$ cat config.mk
export PLATFORM = sky130hd
export DESIGN_NAME = tpg_top
export DESIGN_NICKNAME = d
export VERILOG_FILES = /design/src/tpg_pkg.sv /design/src/tpg_top.sv /design/src/tpg_fifo.sv
export SDC_FILE = /design/constraint.sdc
export NUM_CORES = 1
export LEC_CHECK = 0
export BUFFER_PORTS_ARGS = -buffer_cell sky130_fd_sc_hd__buf_2
export CELL_PAD_IN_SITES_DETAIL_PLACEMENT = 0
export CELL_PAD_IN_SITES_GLOBAL_PLACEMENT = 1
export CORE_ASPECT_RATIO = 0.8
export CORE_MARGIN = 4
export CORE_UTILIZATION = 44
export CTS_BUF_LIST = sky130_fd_sc_hd__clkbuf_4 sky130_fd_sc_hd__clkbuf_8 sky130_fd_sc_hd__clkbuf_16
export DETAILED_ROUTE_END_ITERATION = 6
export HOLD_SLACK_MARGIN = 0.1
export PLACE_DENSITY_LB_ADDON = 0.05
export SLEW_MARGIN = 20
export SYNTH_ARGS = -nofsm -noshare
export SYNTH_HDL_FRONTEND = slang
export SYNTH_SLANG_ARGS = --single-unit
$ cat constraint.sdc
create_clock -name mclk -period 4.1 [get_ports mclk]
set_input_delay 0.41 -clock mclk [delete_from_list [all_inputs] [get_ports mclk]]
set_output_delay 0.41 -clock mclk [all_outputs]
set_load 0.01 [all_outputs]
$ cat src/tpg_pkg.sv
// Shared constants, types and register map of the test pattern generator.
// Assumes one pixel clock domain and the plain register port of the top module.
package tpg_pkg;

   localparam int PIX_W = 16;
   localparam int COORD_W = 16;
   localparam int CNT_W = 12;
   localparam int SEL_W = 3;
   localparam int ADDR_W = 4;
   localparam int DATA_W = 32;
   localparam int FIFO_DEPTH = 8;
   localparam int MOD8_W = 8;
   localparam int MOD12_W = 12;

   localparam int N_CH = 2;
   localparam int CH_PRE = 0;
   localparam int CH_POST = 1;

   localparam logic [ADDR_W-1:0] OFS_SELECT = 4'h0;
   localparam logic [ADDR_W-1:0] OFS_FRAME_COUNT = 4'h4;
   localparam logic [ADDR_W-1:0] OFS_STATUS = 4'h8;

   localparam int ST_ACTIVE_BIT = 0;
   localparam int ST_COLOR_BIT = 1;
   localparam int ST_POST_BIT = 2;
   localparam int ST_PRE_BIT = 3;
   localparam int ST_W = 4;

   localparam int CHROMA_SEL_BIT = 0;
   localparam logic [7:0] CHROMA_FLIP = 8'h80;
   localparam logic [CNT_W-1:0] CNT_RESET = 12'h000;
   localparam logic [CNT_W-1:0] CNT_ONE = 12'h001;
   localparam logic [COORD_W-1:0] COORD_ZERO = 16'h0000;
   localparam logic [COORD_W-1:0] COORD_ONE = 16'h0001;

   typedef enum logic [SEL_W-1:0] {
      pattern_select_off = 3'b000,
      pattern_fixed_8    = 3'b001,
      pattern_moving_8   = 3'b010,
      pattern_moving_12  = 3'b011,
      pattern_feature_8  = 3'b100,
      pattern_feature_12 = 3'b101,
      pattern_color_yuv  = 3'b110
   } tpg_pattern_t;

   localparam tpg_pattern_t SEL_RESET = pattern_select_off;

   // One pixel beat: start of frame, end of line and the pixel word.
   typedef struct packed {
      logic sof;
      logic eol;
      logic [PIX_W-1:0] data;
   } tpg_pix_t;

endpackage

$ cat src/tpg_top.sv
// Test pattern generator for the camera pixel pipeline, with two injection points.
// Assumes sensor and processed streams mark frames with sof and lines with eol on one clock.
// Operation
// - Six internal test patterns can replace the normal image content.
// - A selection register picks a pattern or off; off passes sensor data.
// - Selected pattern pixels come only from internal logic, never sensor data.
// - Gain, black level and exposure have no effect on pattern pixels.
// - Patterns 1, 2, 3 and 6 are injected after digital processing.
// - Patterns 4 and 5 are injected before digital processing.
// - Pattern 1 pixel is column plus row modulo 256.
// - Pattern 1 is stationary and spans zero to 255.
// - Frame counter steps by one on each acquisition start.
// - Pattern 2 pixel is column plus row plus counter modulo 256.
// - Pattern 3 pixel is column plus row plus counter modulo 4096, 12 bit.
// - Moving patterns shift one pixel right to left per acquisition.
// - Pattern 4 has pattern 2 values but passes through processing.
// - Pattern 5 has pattern 3 values but passes through processing.
// - Colour gradient pattern 6 exists only on colour variants.
`timescale 1ns/1ps
module tpg_top #(
   // Set to zero for monochrome builds; pattern 6 is then refused.
   parameter bit COLOR_VARIANT = 1'b1
) (
   input wire logic mclk,
   input wire logic reset_n,
   input wire logic [tpg_pkg::ADDR_W-1:0] reg_addr,
   input wire logic [tpg_pkg::DATA_W-1:0] reg_wdata,
   input wire logic reg_wr,
   input wire logic reg_rd,
   output logic [tpg_pkg::DATA_W-1:0] reg_rdata,
   input wire logic acq_start,
   input wire logic sensor_valid,
   input wire tpg_pkg::tpg_pix_t sensor_pix,
   output logic pre_valid,
   output tpg_pkg::tpg_pix_t pre_pix,
   input wire logic proc_valid,
   input wire tpg_pkg::tpg_pix_t proc_pix,
   output logic proc_ready,
   output logic tx_valid,
   output tpg_pkg::tpg_pix_t tx_pix,
   input wire logic tx_ready
);
   import tpg_pkg::*;

   function automatic logic is_pre(input tpg_pattern_t sel);
      is_pre = (sel == pattern_feature_8) || (sel == pattern_feature_12);
   endfunction

   function automatic logic is_post(input tpg_pattern_t sel);
      is_post = (sel == pattern_fixed_8) || (sel == pattern_moving_8) ||
                (sel == pattern_moving_12) || (sel == pattern_color_yuv);
   endfunction

   // Pixel value from raster position and frame offset only; no sensor input reaches it.
   function automatic logic [PIX_W-1:0] pattern_value(
      input tpg_pattern_t sel,
      input logic [COORD_W-1:0] col,
      input logic [COORD_W-1:0] row,
      input logic [CNT_W-1:0] cnt
   );
      logic [COORD_W-1:0] diag;
      logic [COORD_W-1:0] moving;
      logic [MOD8_W-1:0] y8;
      logic [MOD8_W-1:0] c8;
      diag = col + row;
      moving = diag + {{(COORD_W-CNT_W){1'b0}}, cnt};
      y8 = moving[MOD8_W-1:0];
      // Chroma alternates U and V by column so a 4:2:2 sink sees a smooth diagonal hue.
      c8 = col[CHROMA_SEL_BIT] ? (y8 ^ CHROMA_FLIP) : ~y8;
      case (sel)
         pattern_fixed_8: begin
            pattern_value = {{(PIX_W-MOD8_W){1'b0}}, diag[MOD8_W-1:0]};
         end
         pattern_moving_8, pattern_feature_8: begin
            pattern_value = {{(PIX_W-MOD8_W){1'b0}}, y8};
         end
         pattern_moving_12, pattern_feature_12: begin
            pattern_value = {{(PIX_W-MOD12_W){1'b0}}, moving[MOD12_W-1:0]};
         end
         pattern_color_yuv: begin
            pattern_value = {y8, c8};
         end
         default: begin
            pattern_value = '0;
         end
      endcase
   endfunction

   tpg_pattern_t sel_r;
   tpg_pattern_t sel_nxt;
   logic [CNT_W-1:0] frame_cnt_r;
   logic [CNT_W-1:0] frame_cnt_nxt;
   logic [DATA_W-1:0] rdata_r;
   logic pre_valid_r;
   tpg_pix_t pre_pix_r;
   logic fifo_in_ready;

   // Register writes.
   wire sel_wr = reg_wr && (reg_addr == OFS_SELECT);
   wire [SEL_W-1:0] wr_code = reg_wdata[SEL_W-1:0];
   wire code_mono = (wr_code <= pattern_feature_12);
   wire code_color = COLOR_VARIANT && (wr_code == pattern_color_yuv);
   wire code_ok = code_mono || code_color;
   assign sel_nxt = (sel_wr && code_ok) ? tpg_pattern_t'(wr_code) : sel_r;

   // The counter wraps at its width, which keeps both modulo results continuous.
   assign frame_cnt_nxt = acq_start ? frame_cnt_r + CNT_ONE : frame_cnt_r;

   // Register reads; unmapped addresses read as zero.
   wire [ST_W-1:0] status_w = {is_pre(sel_r), is_post(sel_r), COLOR_VARIANT, sel_r != pattern_select_off};
   wire [DATA_W-1:0] rd_sel = {{(DATA_W-SEL_W){1'b0}}, sel_r};
   wire [DATA_W-1:0] rd_cnt = {{(DATA_W-CNT_W){1'b0}}, frame_cnt_r};
   wire [DATA_W-1:0] rd_st = {{(DATA_W-ST_W){1'b0}}, status_w};
   wire [DATA_W-1:0] rd_value = (reg_addr == OFS_SELECT) ? rd_sel :
                                (reg_addr == OFS_FRAME_COUNT) ? rd_cnt :
                                (reg_addr == OFS_STATUS) ? rd_st : '0;

   always_ff @(posedge mclk or negedge reset_n) begin
      if (!reset_n) begin
         sel_r <= SEL_RESET;
         frame_cnt_r <= CNT_RESET;
         rdata_r <= '0;
      end else begin
         sel_r <= sel_nxt;
         frame_cnt_r <= frame_cnt_nxt;
         rdata_r <= reg_rd ? rd_value : '0;
      end
   end

   // Raster tracking per injection point. Selection and frame offset are frozen at
   // the first pixel of a frame so that a change never tears an image in half.
   wire ch_valid [N_CH];
   wire ch_ready [N_CH];
   tpg_pix_t ch_pix [N_CH];
   logic [COORD_W-1:0] pos_col_w [N_CH];
   logic [COORD_W-1:0] pos_row_w [N_CH];
   tpg_pattern_t act_sel_w [N_CH];
   logic [CNT_W-1:0] act_off_w [N_CH];
   logic [PIX_W-1:0] gen_w [N_CH];

   assign ch_valid[CH_PRE] = sensor_valid;
   assign ch_ready[CH_PRE] = 1'b1;
   assign ch_pix[CH_PRE] = sensor_pix;
   assign ch_valid[CH_POST] = proc_valid;
   assign ch_ready[CH_POST] = fifo_in_ready;
   assign ch_pix[CH_POST] = proc_pix;

   genvar gi;
   generate
      for (gi = 0; gi < N_CH; gi++) begin : ch_g
         logic [COORD_W-1:0] col_r;
         logic [COORD_W-1:0] row_r;
         logic [CNT_W-1:0] off_r;
         tpg_pattern_t fsel_r;
         wire beat = ch_valid[gi] & ch_ready[gi];
         wire sof = ch_pix[gi].sof;
         assign pos_col_w[gi] = sof ? COORD_ZERO : col_r;
         assign pos_row_w[gi] = sof ? COORD_ZERO : row_r;
         assign act_sel_w[gi] = sof ? sel_r : fsel_r;
         assign act_off_w[gi] = sof ? frame_cnt_r : off_r;
         assign gen_w[gi] = pattern_value(act_sel_w[gi], pos_col_w[gi], pos_row_w[gi], act_off_w[gi]);
         wire [COORD_W-1:0] col_nxt = ch_pix[gi].eol ? COORD_ZERO : pos_col_w[gi] + COORD_ONE;
         wire [COORD_W-1:0] row_nxt = ch_pix[gi].eol ? pos_row_w[gi] + COORD_ONE : pos_row_w[gi];

         always_ff @(posedge mclk or negedge reset_n) begin
            if (!reset_n) begin
               col_r <= COORD_ZERO;
               row_r <= COORD_ZERO;
               off_r <= CNT_RESET;
               fsel_r <= SEL_RESET;
            end else if (beat) begin
               col_r <= col_nxt;
               row_r <= row_nxt;
               off_r <= act_off_w[gi];
               fsel_r <= act_sel_w[gi];
            end
         end
      end
   endgenerate

   // Ahead of processing: features 4 and 5 replace sensor data, everything else passes.
   wire pre_inject = is_pre(act_sel_w[CH_PRE]);
   tpg_pix_t pre_gen;
   assign pre_gen = '{sof: sensor_pix.sof, eol: sensor_pix.eol, data: gen_w[CH_PRE]};

   always_ff @(posedge mclk or negedge reset_n) begin
      if (!reset_n) begin
         pre_valid_r <= 1'b0;
         pre_pix_r <= '0;
      end else begin
         pre_valid_r <= sensor_valid;
         pre_pix_r <= sensor_valid ? (pre_inject ? pre_gen : sensor_pix) : pre_pix_r;
      end
   end

   // After processing: patterns 1, 2, 3 and 6 overwrite the processed data, so no
   // lookup table or other digital feature touches them.
   wire post_inject = is_post(act_sel_w[CH_POST]);
   tpg_pix_t post_gen;
   tpg_pix_t fifo_in;
   assign post_gen = '{sof: proc_pix.sof, eol: proc_pix.eol, data: gen_w[CH_POST]};
   assign fifo_in = post_inject ? post_gen : proc_pix;

   // The FIFO absorbs short stalls of the transmit path; when it fills, proc_ready
   // falls and the raster counters of the post point hold with it.
   tpg_fifo #(
      .WIDTH($bits(tpg_pix_t)),
      .DEPTH(FIFO_DEPTH)
   ) u_fifo (
      .mclk(mclk),
      .reset_n(reset_n),
      .in_valid(proc_valid),
      .in_data(fifo_in),
      .in_ready(fifo_in_ready),
      .out_valid(tx_valid),
      .out_data(tx_pix),
      .out_ready(tx_ready)
   );

   assign reg_rdata = rdata_r;
   assign pre_valid = pre_valid_r;
   assign pre_pix = pre_pix_r;
   assign proc_ready = fifo_in_ready;

   wire post_beat = proc_valid & fifo_in_ready;
   wire [COORD_W-1:0] post_diag = pos_col_w[CH_POST] + pos_row_w[CH_POST];
   wire [COORD_W-1:0] post_move = post_diag + {{(COORD_W-CNT_W){1'b0}}, act_off_w[CH_POST]};
   wire [COORD_W-1:0] pre_move = pos_col_w[CH_PRE] + pos_row_w[CH_PRE] +
                                 {{(COORD_W-CNT_W){1'b0}}, act_off_w[CH_PRE]};

   // Luma byte of the colour pattern and the column parity that picks U or V.
   wire [MOD8_W-1:0] post_y = post_move[MOD8_W-1:0];
   wire post_odd = pos_col_w[CH_POST][CHROMA_SEL_BIT];
endmodule

$ cat src/tpg_fifo.sv
// Small synchronous FIFO with a registered output stage and valid/ready on both sides.
// Assumes one clock; the drain side may stall freely, the fill side sees in_ready fall when full.
`timescale 1ns/1ps
module tpg_fifo #(
   parameter int WIDTH = 18,
   parameter int DEPTH = 8
) (
   input wire logic mclk,
   input wire logic reset_n,
   input wire logic in_valid,
   input wire logic [WIDTH-1:0] in_data,
   output logic in_ready,
   output logic out_valid,
   output logic [WIDTH-1:0] out_data,
   input wire logic out_ready
);
   localparam int PW = (DEPTH > 1) ? $clog2(DEPTH) : 1;
   localparam int CW = $clog2(DEPTH + 1);
   localparam logic [CW-1:0] FULL_COUNT = CW'(DEPTH);
   localparam logic [CW-1:0] COUNT_ONE = CW'(1);
   localparam logic [PW-1:0] LAST_PTR = PW'(DEPTH - 1);
   localparam logic [PW-1:0] PTR_ONE = PW'(1);

   logic [WIDTH-1:0] mem [DEPTH];
   logic [PW-1:0] wptr_r;
   logic [PW-1:0] rptr_r;
   logic [CW-1:0] count_r;
   logic in_ready_r;
   logic out_valid_r;
   logic [WIDTH-1:0] out_data_r;

   wire push = in_valid & in_ready_r;
   wire load = (count_r != '0) & (~out_valid_r | out_ready);
   wire [CW-1:0] count_nxt = count_r + (push ? COUNT_ONE : '0) - (load ? COUNT_ONE : '0);
   wire [PW-1:0] wptr_nxt = (wptr_r == LAST_PTR) ? '0 : wptr_r + PTR_ONE;
   wire [PW-1:0] rptr_nxt = (rptr_r == LAST_PTR) ? '0 : rptr_r + PTR_ONE;

   // Storage carries no reset; only the pointers and count define emptiness.
   always_ff @(posedge mclk) begin
      if (push) begin
         mem[wptr_r] <= in_data;
      end
   end

   always_ff @(posedge mclk or negedge reset_n) begin
      if (!reset_n) begin
         wptr_r <= '0;
         rptr_r <= '0;
         count_r <= '0;
         in_ready_r <= 1'b1;
         out_valid_r <= 1'b0;
         out_data_r <= '0;
      end else begin
         wptr_r <= push ? wptr_nxt : wptr_r;
         rptr_r <= load ? rptr_nxt : rptr_r;
         count_r <= count_nxt;
         in_ready_r <= (count_nxt != FULL_COUNT);
         out_valid_r <= load | (out_valid_r & ~out_ready);
         out_data_r <= load ? mem[rptr_r] : out_data_r;
      end
   end

   assign in_ready = in_ready_r;
   assign out_valid = out_valid_r;
   assign out_data = out_data_r;
endmodule

==> results_dict.tcl, run 1 <==
set metrics [dict create \
    area_delta_synth_final_pct 16.7 \
    routed_wl_um 36200 \
    dr.pass1.iters 5 \
    crit_type "reg -> reg" \
    core_mm2 0.0339 \
    critPathLaunch "ch_g[1].col_r[1]" \
    max_freq_mhz 256 \
    max_slew_margin_pct 35.0 \
    tritoncts "built" \
    synthesis.area_mm2 0.0152 \
    grt_pass1_wl_um 58200 \
    cp_slowest_cell "dfrtp_1" \
    worst_slew_pin_slew_ps 973 \
    numCtsBuffers 34 \
    cp.required_ps 4400 \
    period_needed_ps 3900 \
    clkSinkCount 298 \
    io_pins 151 \
    async_flop_share_pct 51.7 \
    cp-start-kind "flip-flop" \
    end_kind "flip-flop" \
    crit_cells 17 \
    endpoint "u_fifo.mem[0][11]" \
    critPathBufInv 1 \
    ys_seq_elements 298 \
    yosysSeqAreaShare_pct 53.7 \
    worstPathArrival_ps 4200 \
    finalCritPeriodShare_pct 95.2 \
    final_hold_viol_count 0 \
    maxCapViolations 0 \
    setup_slack_ps 195 \
    vias 10200 \
    path_cells "xnor2_2 -> nor2_1 -> ha_1 -> a21oi_1 -> or3_1 -> a21oi_2 -> a221oi_2 -> o22ai_2 -> buf_4 -> o41a_1 -> xor2_1 -> ha_1 -> o21ai_0 -> a31o_2 -> and3_1 -> o21a_1 -> o31ai_4" \
    syn_inst 1292 \
    reg2reg_slack_ps 200 \
    gp_congestion 0.812 \
    reg2reg_to "u_fifo.mem[0][11]" \
    cp_common_cell "ha_1" \
    gr-total-overflow 0 \
    vias_per_cell 5.30 \
    synth_top_area_share_pct 28.4 \
    power.density_mw_per_mm2 585 \
    dieArea_mm2 0.0377 \
    grt_max_degree 74 \
    crit_family "compound AO/OA/AOI/OAI gates" \
    synth_edf_count 144 \
    insertion_delay_ps 530 \
    yosysWarnings 0 \
    slew_violations 0 \
    clock_skew_ps 15.5 \
    antenna_left 0 \
    h-tree-depth 2 \
    cp_max_fo 8 \
    grt_pass1_vias 10200 \
    min_path_type "in -> reg" \
    root_buffer "clkbuf_16" \
    utilization_pct 52.5 \
    setup_violations 0 \
    io_buffers 101 \
    die_w_um 216 \
    cp_slowest_stage_delay_ps 410 \
    status "complete, no violations" \
    drc 0 \
    p_leak_nw 7.41 \
    antennaDiodeCount 0 \
    rsz0062_at_grt "no" \
    path_clk_slew_ps 60 \
    layout-drive-gt1-share_pct 24.7 \
    antenna_found_initial 2 \
    reg2regPathDepth 17 \
    start_util_pct 45.0 \
    timing.rr.start "ch_g[1].col_r[1]" \
    dpl_worst_slack_ps -172 \
    syn_avg_cell_area_um2 11.8 \
    drt-initial-drc-count 642 \
    grt_use_total_pct 19.3 \
    ctsLongestPathBuffers 3 \
    synth_top_cell_by_area "edfxtp_1" \
    fin_nets 1559 \
    yosys-top-cells-area "edfxtp_1 28%, dfrtp_1 25%, mux4_2 5.3%" \
    die_height_um 174 \
    synth_cell_type_count 77 \
    rows 60 \
    wl_per_cell_um 18.9 \
    ir_drop_v 0.000376 \
    dp.final_hpwl_um 24700 \
    ys.flop_type "dfrtp_1" \
]
-- worst min-delay path, cell delays in order --
cell and delay (ps):
buf_2 70, nand3_1 60, o21ai_0 80
-- cell usage after synthesis, types with 4 or more instances --
library cell	number
a211oi_1	4
a21o_1	11
a21oi_1	76
a21oi_2	4
a22o_1	11
a22oi_1	5
a31oi_1	12
and2_1	14
and3_1	14
and4_1	4
buf_1	6
buf_2	17
buf_4	21
clkbuf_1	46
dfrtp_1	153
edfxtp_1	144
ha_1	49
inv_1	39
mux2_2	56
mux2i_1	37
mux4_2	36
nand2_1	103
nand2b_1	6
nand3_1	23
nand4_1	12
nor2_1	98
nor2b_1	34
nor3_1	20
nor3b_1	5
o21a_1	10
o21ai_0	63
o21ai_1	5
o21bai_1	4
o22a_1	4
o22ai_1	18
or2_2	4
or3_1	4
xnor2_1	44
xor2_1	26
-- power breakdown --
group | switching (mW) | total [mW] | internal (mW)
Clock | 1.24 | 3.00 | 1.76
Combinational | 1.76 | 3.17 | 1.41
Sequential | 0.344 | 4.22 | 3.88
Total | 3.34 | 10.4 | 7.05
-- placed cells by master (no fill, tap or decap), types with 7 or more instances in the layout --
| cell type | count |
|---|---|
| dfrtp_1 | 152 |
| edfxtp_1 | 144 |
| nand2_1 | 102 |
| buf_2 | 100 |
| nor2_1 | 97 |
| a21oi_1 | 73 |
| o21ai_0 | 63 |
| buf_4 | 63 |
| mux2_2 | 56 |
| ha_1 | 47 |
| xnor2_1 | 43 |
| inv_1 | 39 |
| mux2i_1 | 37 |
| mux4_2 | 36 |
| clkbuf_16 | 34 |
| nor2b_1 | 32 |
| xor2_1 | 26 |
| nand3_1 | 23 |
| conb_1 | 20 |
| o22ai_1 | 17 |
| nor3_1 | 16 |
| and2_1 | 14 |
| and3_1 | 14 |
| a31oi_1 | 12 |
| nand4_1 | 12 |
| a21o_1 | 11 |
| a22o_1 | 11 |
| o21a_1 | 10 |
| clkbuf_4 | 7 |
-- layout make-up --
| class | instances | area [um^2] |
|---|---|---|
| inverters | 40 | 150 |
| clock inverters | 19 | 194 |
| fillers | 3054 | 16100 |
| multi-input cells | 883 | 6680 |
| clock buffers | 43 | 931 |
| well taps | 465 | 582 |
| flip-flops and latches | 298 | 8180 |
| repair buffers | 170 | 1050 |
-- sequential cells by signal, indices dropped and copies added, names as in the netlist --
register / flops
u_fifo.in_ready: 1
pre_valid: 1
u_fifo.mem: 144
u_fifo.out_valid: 1
u_fifo.out_data: 18
ch_g.col_r: 24
u_fifo.count_r: 4
u_fifo.wptr_r: 3
reg_rdata: 12
u_fifo.rptr_r: 3
pre_pix: 18
ch_g.fsel_r: 6
frame_cnt_r: 12
sel_r: 3
ch_g.row_r: 24
ch_g.off_r: 24
-- per-stage QoR --
stage               cells  hold WS (ps)  power (mW)  area [um^2]  setup TNS, ps
floorplan            1311           114        6.40        15300              0
global placement     1848           460        7.38        16500           -981
detailed placement   1848           471        7.44        16500          -2640
CTS                  1915           109        10.5        17700              0
global route         1918           141        11.0        17800              0
finish               1918           129        10.4        17800              0
-- worst min-delay path by stage --
stage	from	endpoint	slack [ps]	cells past startpoint
2_1_floorplan	reset_n	ch_g[0].col_r[0]	110	0
3_3_place_gp	pre_pix[6]	pre_pix[6]	460	1
3_5_place_dp	ch_g[0].off_r[10]	ch_g[0].off_r[10]	470	2
4_1_cts	sensor_pix[15]	pre_pix[15]	110	3
5_1_grt	sensor_pix[15]	pre_pix[15]	140	3
6_report	sensor_pix[15]	pre_pix[15]	130	3
-- per-layer routing --
layer  GRT usage [%]  routed length [um]  vias to the layer above
li1                -                   -                     4955
met1            31.1               18900                     4960
met2            27.2               15100                      205
met3            3.53                1640                       50
met4            3.60                 517                        4
met5               0                  20                        -
-- cell families after synthesis --
kind of cell	count (synthesis)	synth area share, %
DFF	298	53.7
adders and majority gates	54	4.56
and+or+nand+nor	352	11.1
AOI/OAI and AO/OA	255	10.4
xor gates and xnor gates	73	4.39
muxes	129	11.9
buffers and inverters	130	3.86
other	1	0.0246
-- what timing repair did --
| action | in CTS | in global routing |
|---|---|---|
| gates resized for setup | 1 | 11 |
| pin swaps | 0 | 9 |
| endpoints found under the hold margin | 75 | 0 |
| setup endpoints to repair | 8 | 50 |
| buffers inserted | 0 | 3 |
| hold buffers | 5 | 0 |
Note: power is estimated with default switching activity, not from simulation.
==> inputs of run 2 (changes only) <==
RECOVER_POWER = 100   (was unset)
==> results_dict.tcl, run 2 (same netlist as run 1, synthesis figures left out) <==
set metrics [dict create \
    wl_per_cell_um 18.9 \
    core_mm2 0.0339 \
    layout-drive-gt1-share_pct 19.1 \
    numCtsBuffers 34 \
    min_path_type "in -> reg" \
    dr.pass1.iters 5 \
    setup_violations 0 \
    tritoncts "built" \
    io_pins 151 \
    clock_skew_ps 15.7 \
    maxCapViolations 2 \
    finish.instance_area_mm2 0.0175 \
    gp_congestion 0.812 \
    placed_area_mm2 0.0165 \
    rows 60 \
    utilization_pct 51.8 \
    period_needed_ps 3900 \
    die_w_um 216 \
    top_usage_layer "met1" \
    grt_max_degree 74 \
    drt-initial-drc-count 704 \
    regMostFlops "u_fifo.mem" \
    insertion_delay_ps 530 \
    path_clk_slew_ps 60 \
    dp.cells 1848 \
    grt_pass1_wl_um 58200 \
    gr-total-overflow 0 \
    cp.required_ps 4400 \
    status "finished, violations left" \
    finalCritPeriodShare_pct 95.1 \
    clkSinkCount 298 \
    cp-start-kind "flip-flop" \
    final_cell_mix "153 x dfrtp_1, 144 x edfxtp_1, 103 x nand2_1" \
    antenna_found_initial 2 \
    drc 0 \
    worstPathArrival_ps 4200 \
    stdcell_count 1918 \
    ctsLongestPathBuffers 3 \
    area_delta_synth_final_pct 15.2 \
    root_buffer "clkbuf_16" \
    antenna_left 0 \
    io_buffers 101 \
    dp.final_hpwl_um 24700 \
    final_common_cell "dfrtp_1" \
    grtUsageMet2_pct 27.2 \
    vias_per_cell 5.31 \
    final_hold_viol_count 0 \
    antennaDiodeCount 0 \
    grtUsageMet1_pct 31.1 \
    power.density_mw_per_mm2 587 \
    cp_max_fo 8 \
    finalPower_mw 10.3 \
    tns_ps 0 \
    dieArea_mm2 0.0377 \
    fin_nets 1559 \
    slew_violations 93 \
    grt_pass1_vias 10200 \
    p_leak_nw 7.17 \
    vias 10200 \
    max_freq_mhz 256 \
    ir_drop_v 0.000375 \
    routed_wl_um 36200 \
    start_util_pct 45.0 \
    grt_use_total_pct 19.3 \
    crit_type "reg -> reg" \
    largest_register_ffs 144 \
    worst_slew_pin_slew_ps 1960 \
    max_slew_margin_pct -30.5 \
    die_height_um 174 \
    h-tree-depth 2 \
    end_kind "flip-flop" \
    grt_use_met3_pct 3.53 \
    violations "capacitance limit, slew limit" \
]
==> run 2: changes by cell type in the layout (fill, tap and decap cells not counted), moves of 2 or more <==
cell	previous run	this run
nor3_1	16	19
and2_1	14	6
nor3b_2	3	1
buf_2	100	46
clkbuf_2	0	10
and2_0	0	8
clkbuf_4	7	10
clkbuf_1	0	69
nor3b_1	3	5
nor3_2	5	2
buf_4	63	37
==> run 2: routing by layer <==
metal | routed length, um | share of wire, %
met4 | 533 | 1.5
met2 | 15000 | 42
met5 | 20 | 0.055
met3 | 1560 | 4.3
met1 | 19000 | 53
==> run 2: final timing paths <==
kind / startpoint / end / slack (ps) / depth (start not counted)
hold / removal: sensor_pix[15] / pre_pix[15] / 130 / 3
max in group asynchronous: reset_n / u_fifo.rptr_r[1] / 940 / 3
hold reg to reg: ch_g[0].off_r[10] / ch_g[0].off_r[10] / 480 / 2
min in group asynchronous: reset_n / reg_rdata[9] / 950 / 2
setup reg to reg: ch_g[1].col_r[0] / u_fifo.mem[6][11] / 200 / 17
setup / recovery: ch_g[1].col_r[0] / u_fifo.mem[6][11] / 200 / 17
==> run 2: through the flow <==
| step | setup slack [ps] | hold WS (ps) |
|---|---|---|
| final | 201 | 131 |
| after global routing | -12.6 | 141 |
| after CTS | 39.2 | 109 |
| after detailed placement | -172 | 471 |
| after global placement | -94.3 | 460 |
| after floorplan | 0.806 | 114 |
==> run 2: what timing repair did <==
action / CTS / global route
hold buffers: 5 / 0
buffers inserted: 0 / 3
setup endpoints to repair: 8 / 50
resized for setup: 1 / 11
endpoints found under the hold margin: 75 / 0
pin swaps: 0 / 9
==> run 2: worst max-delay path: stages, from the launching register on <==
cell and delay, ps:
dfrtp_1 400, nor2b_4 140, ha_2 200, ha_1 190, a21oi_1 100, or3_1 130, a21oi_2 80, a221oi_2 350
o22ai_2 150, buf_4 150, o41a_1 310, xor2_1 150, ha_1 300, o21ai_0 80, a31o_2 230, and3_1 190
o21a_1 210, o31ai_4 300
==> run 2: cell type report <==
class / instances / area (um^2)
Fill cell: 3093 / 16300
Sequential cell: 298 / 8180
Multi-Input combinational cell: 883 / 6620
Clock buffer: 43 / 931
Timing Repair Buffer: 170 / 890
Tap cell: 465 / 582
Clock inverter: 19 / 194
Inverter: 40 / 150
==> run 2: power breakdown <==
| group | switching (mW) | internal [mW] |
|---|---|---|
| combinational | 1.75 | 1.32 |
| sequential | 0.339 | 3.88 |
| clock | 1.24 | 1.76 |
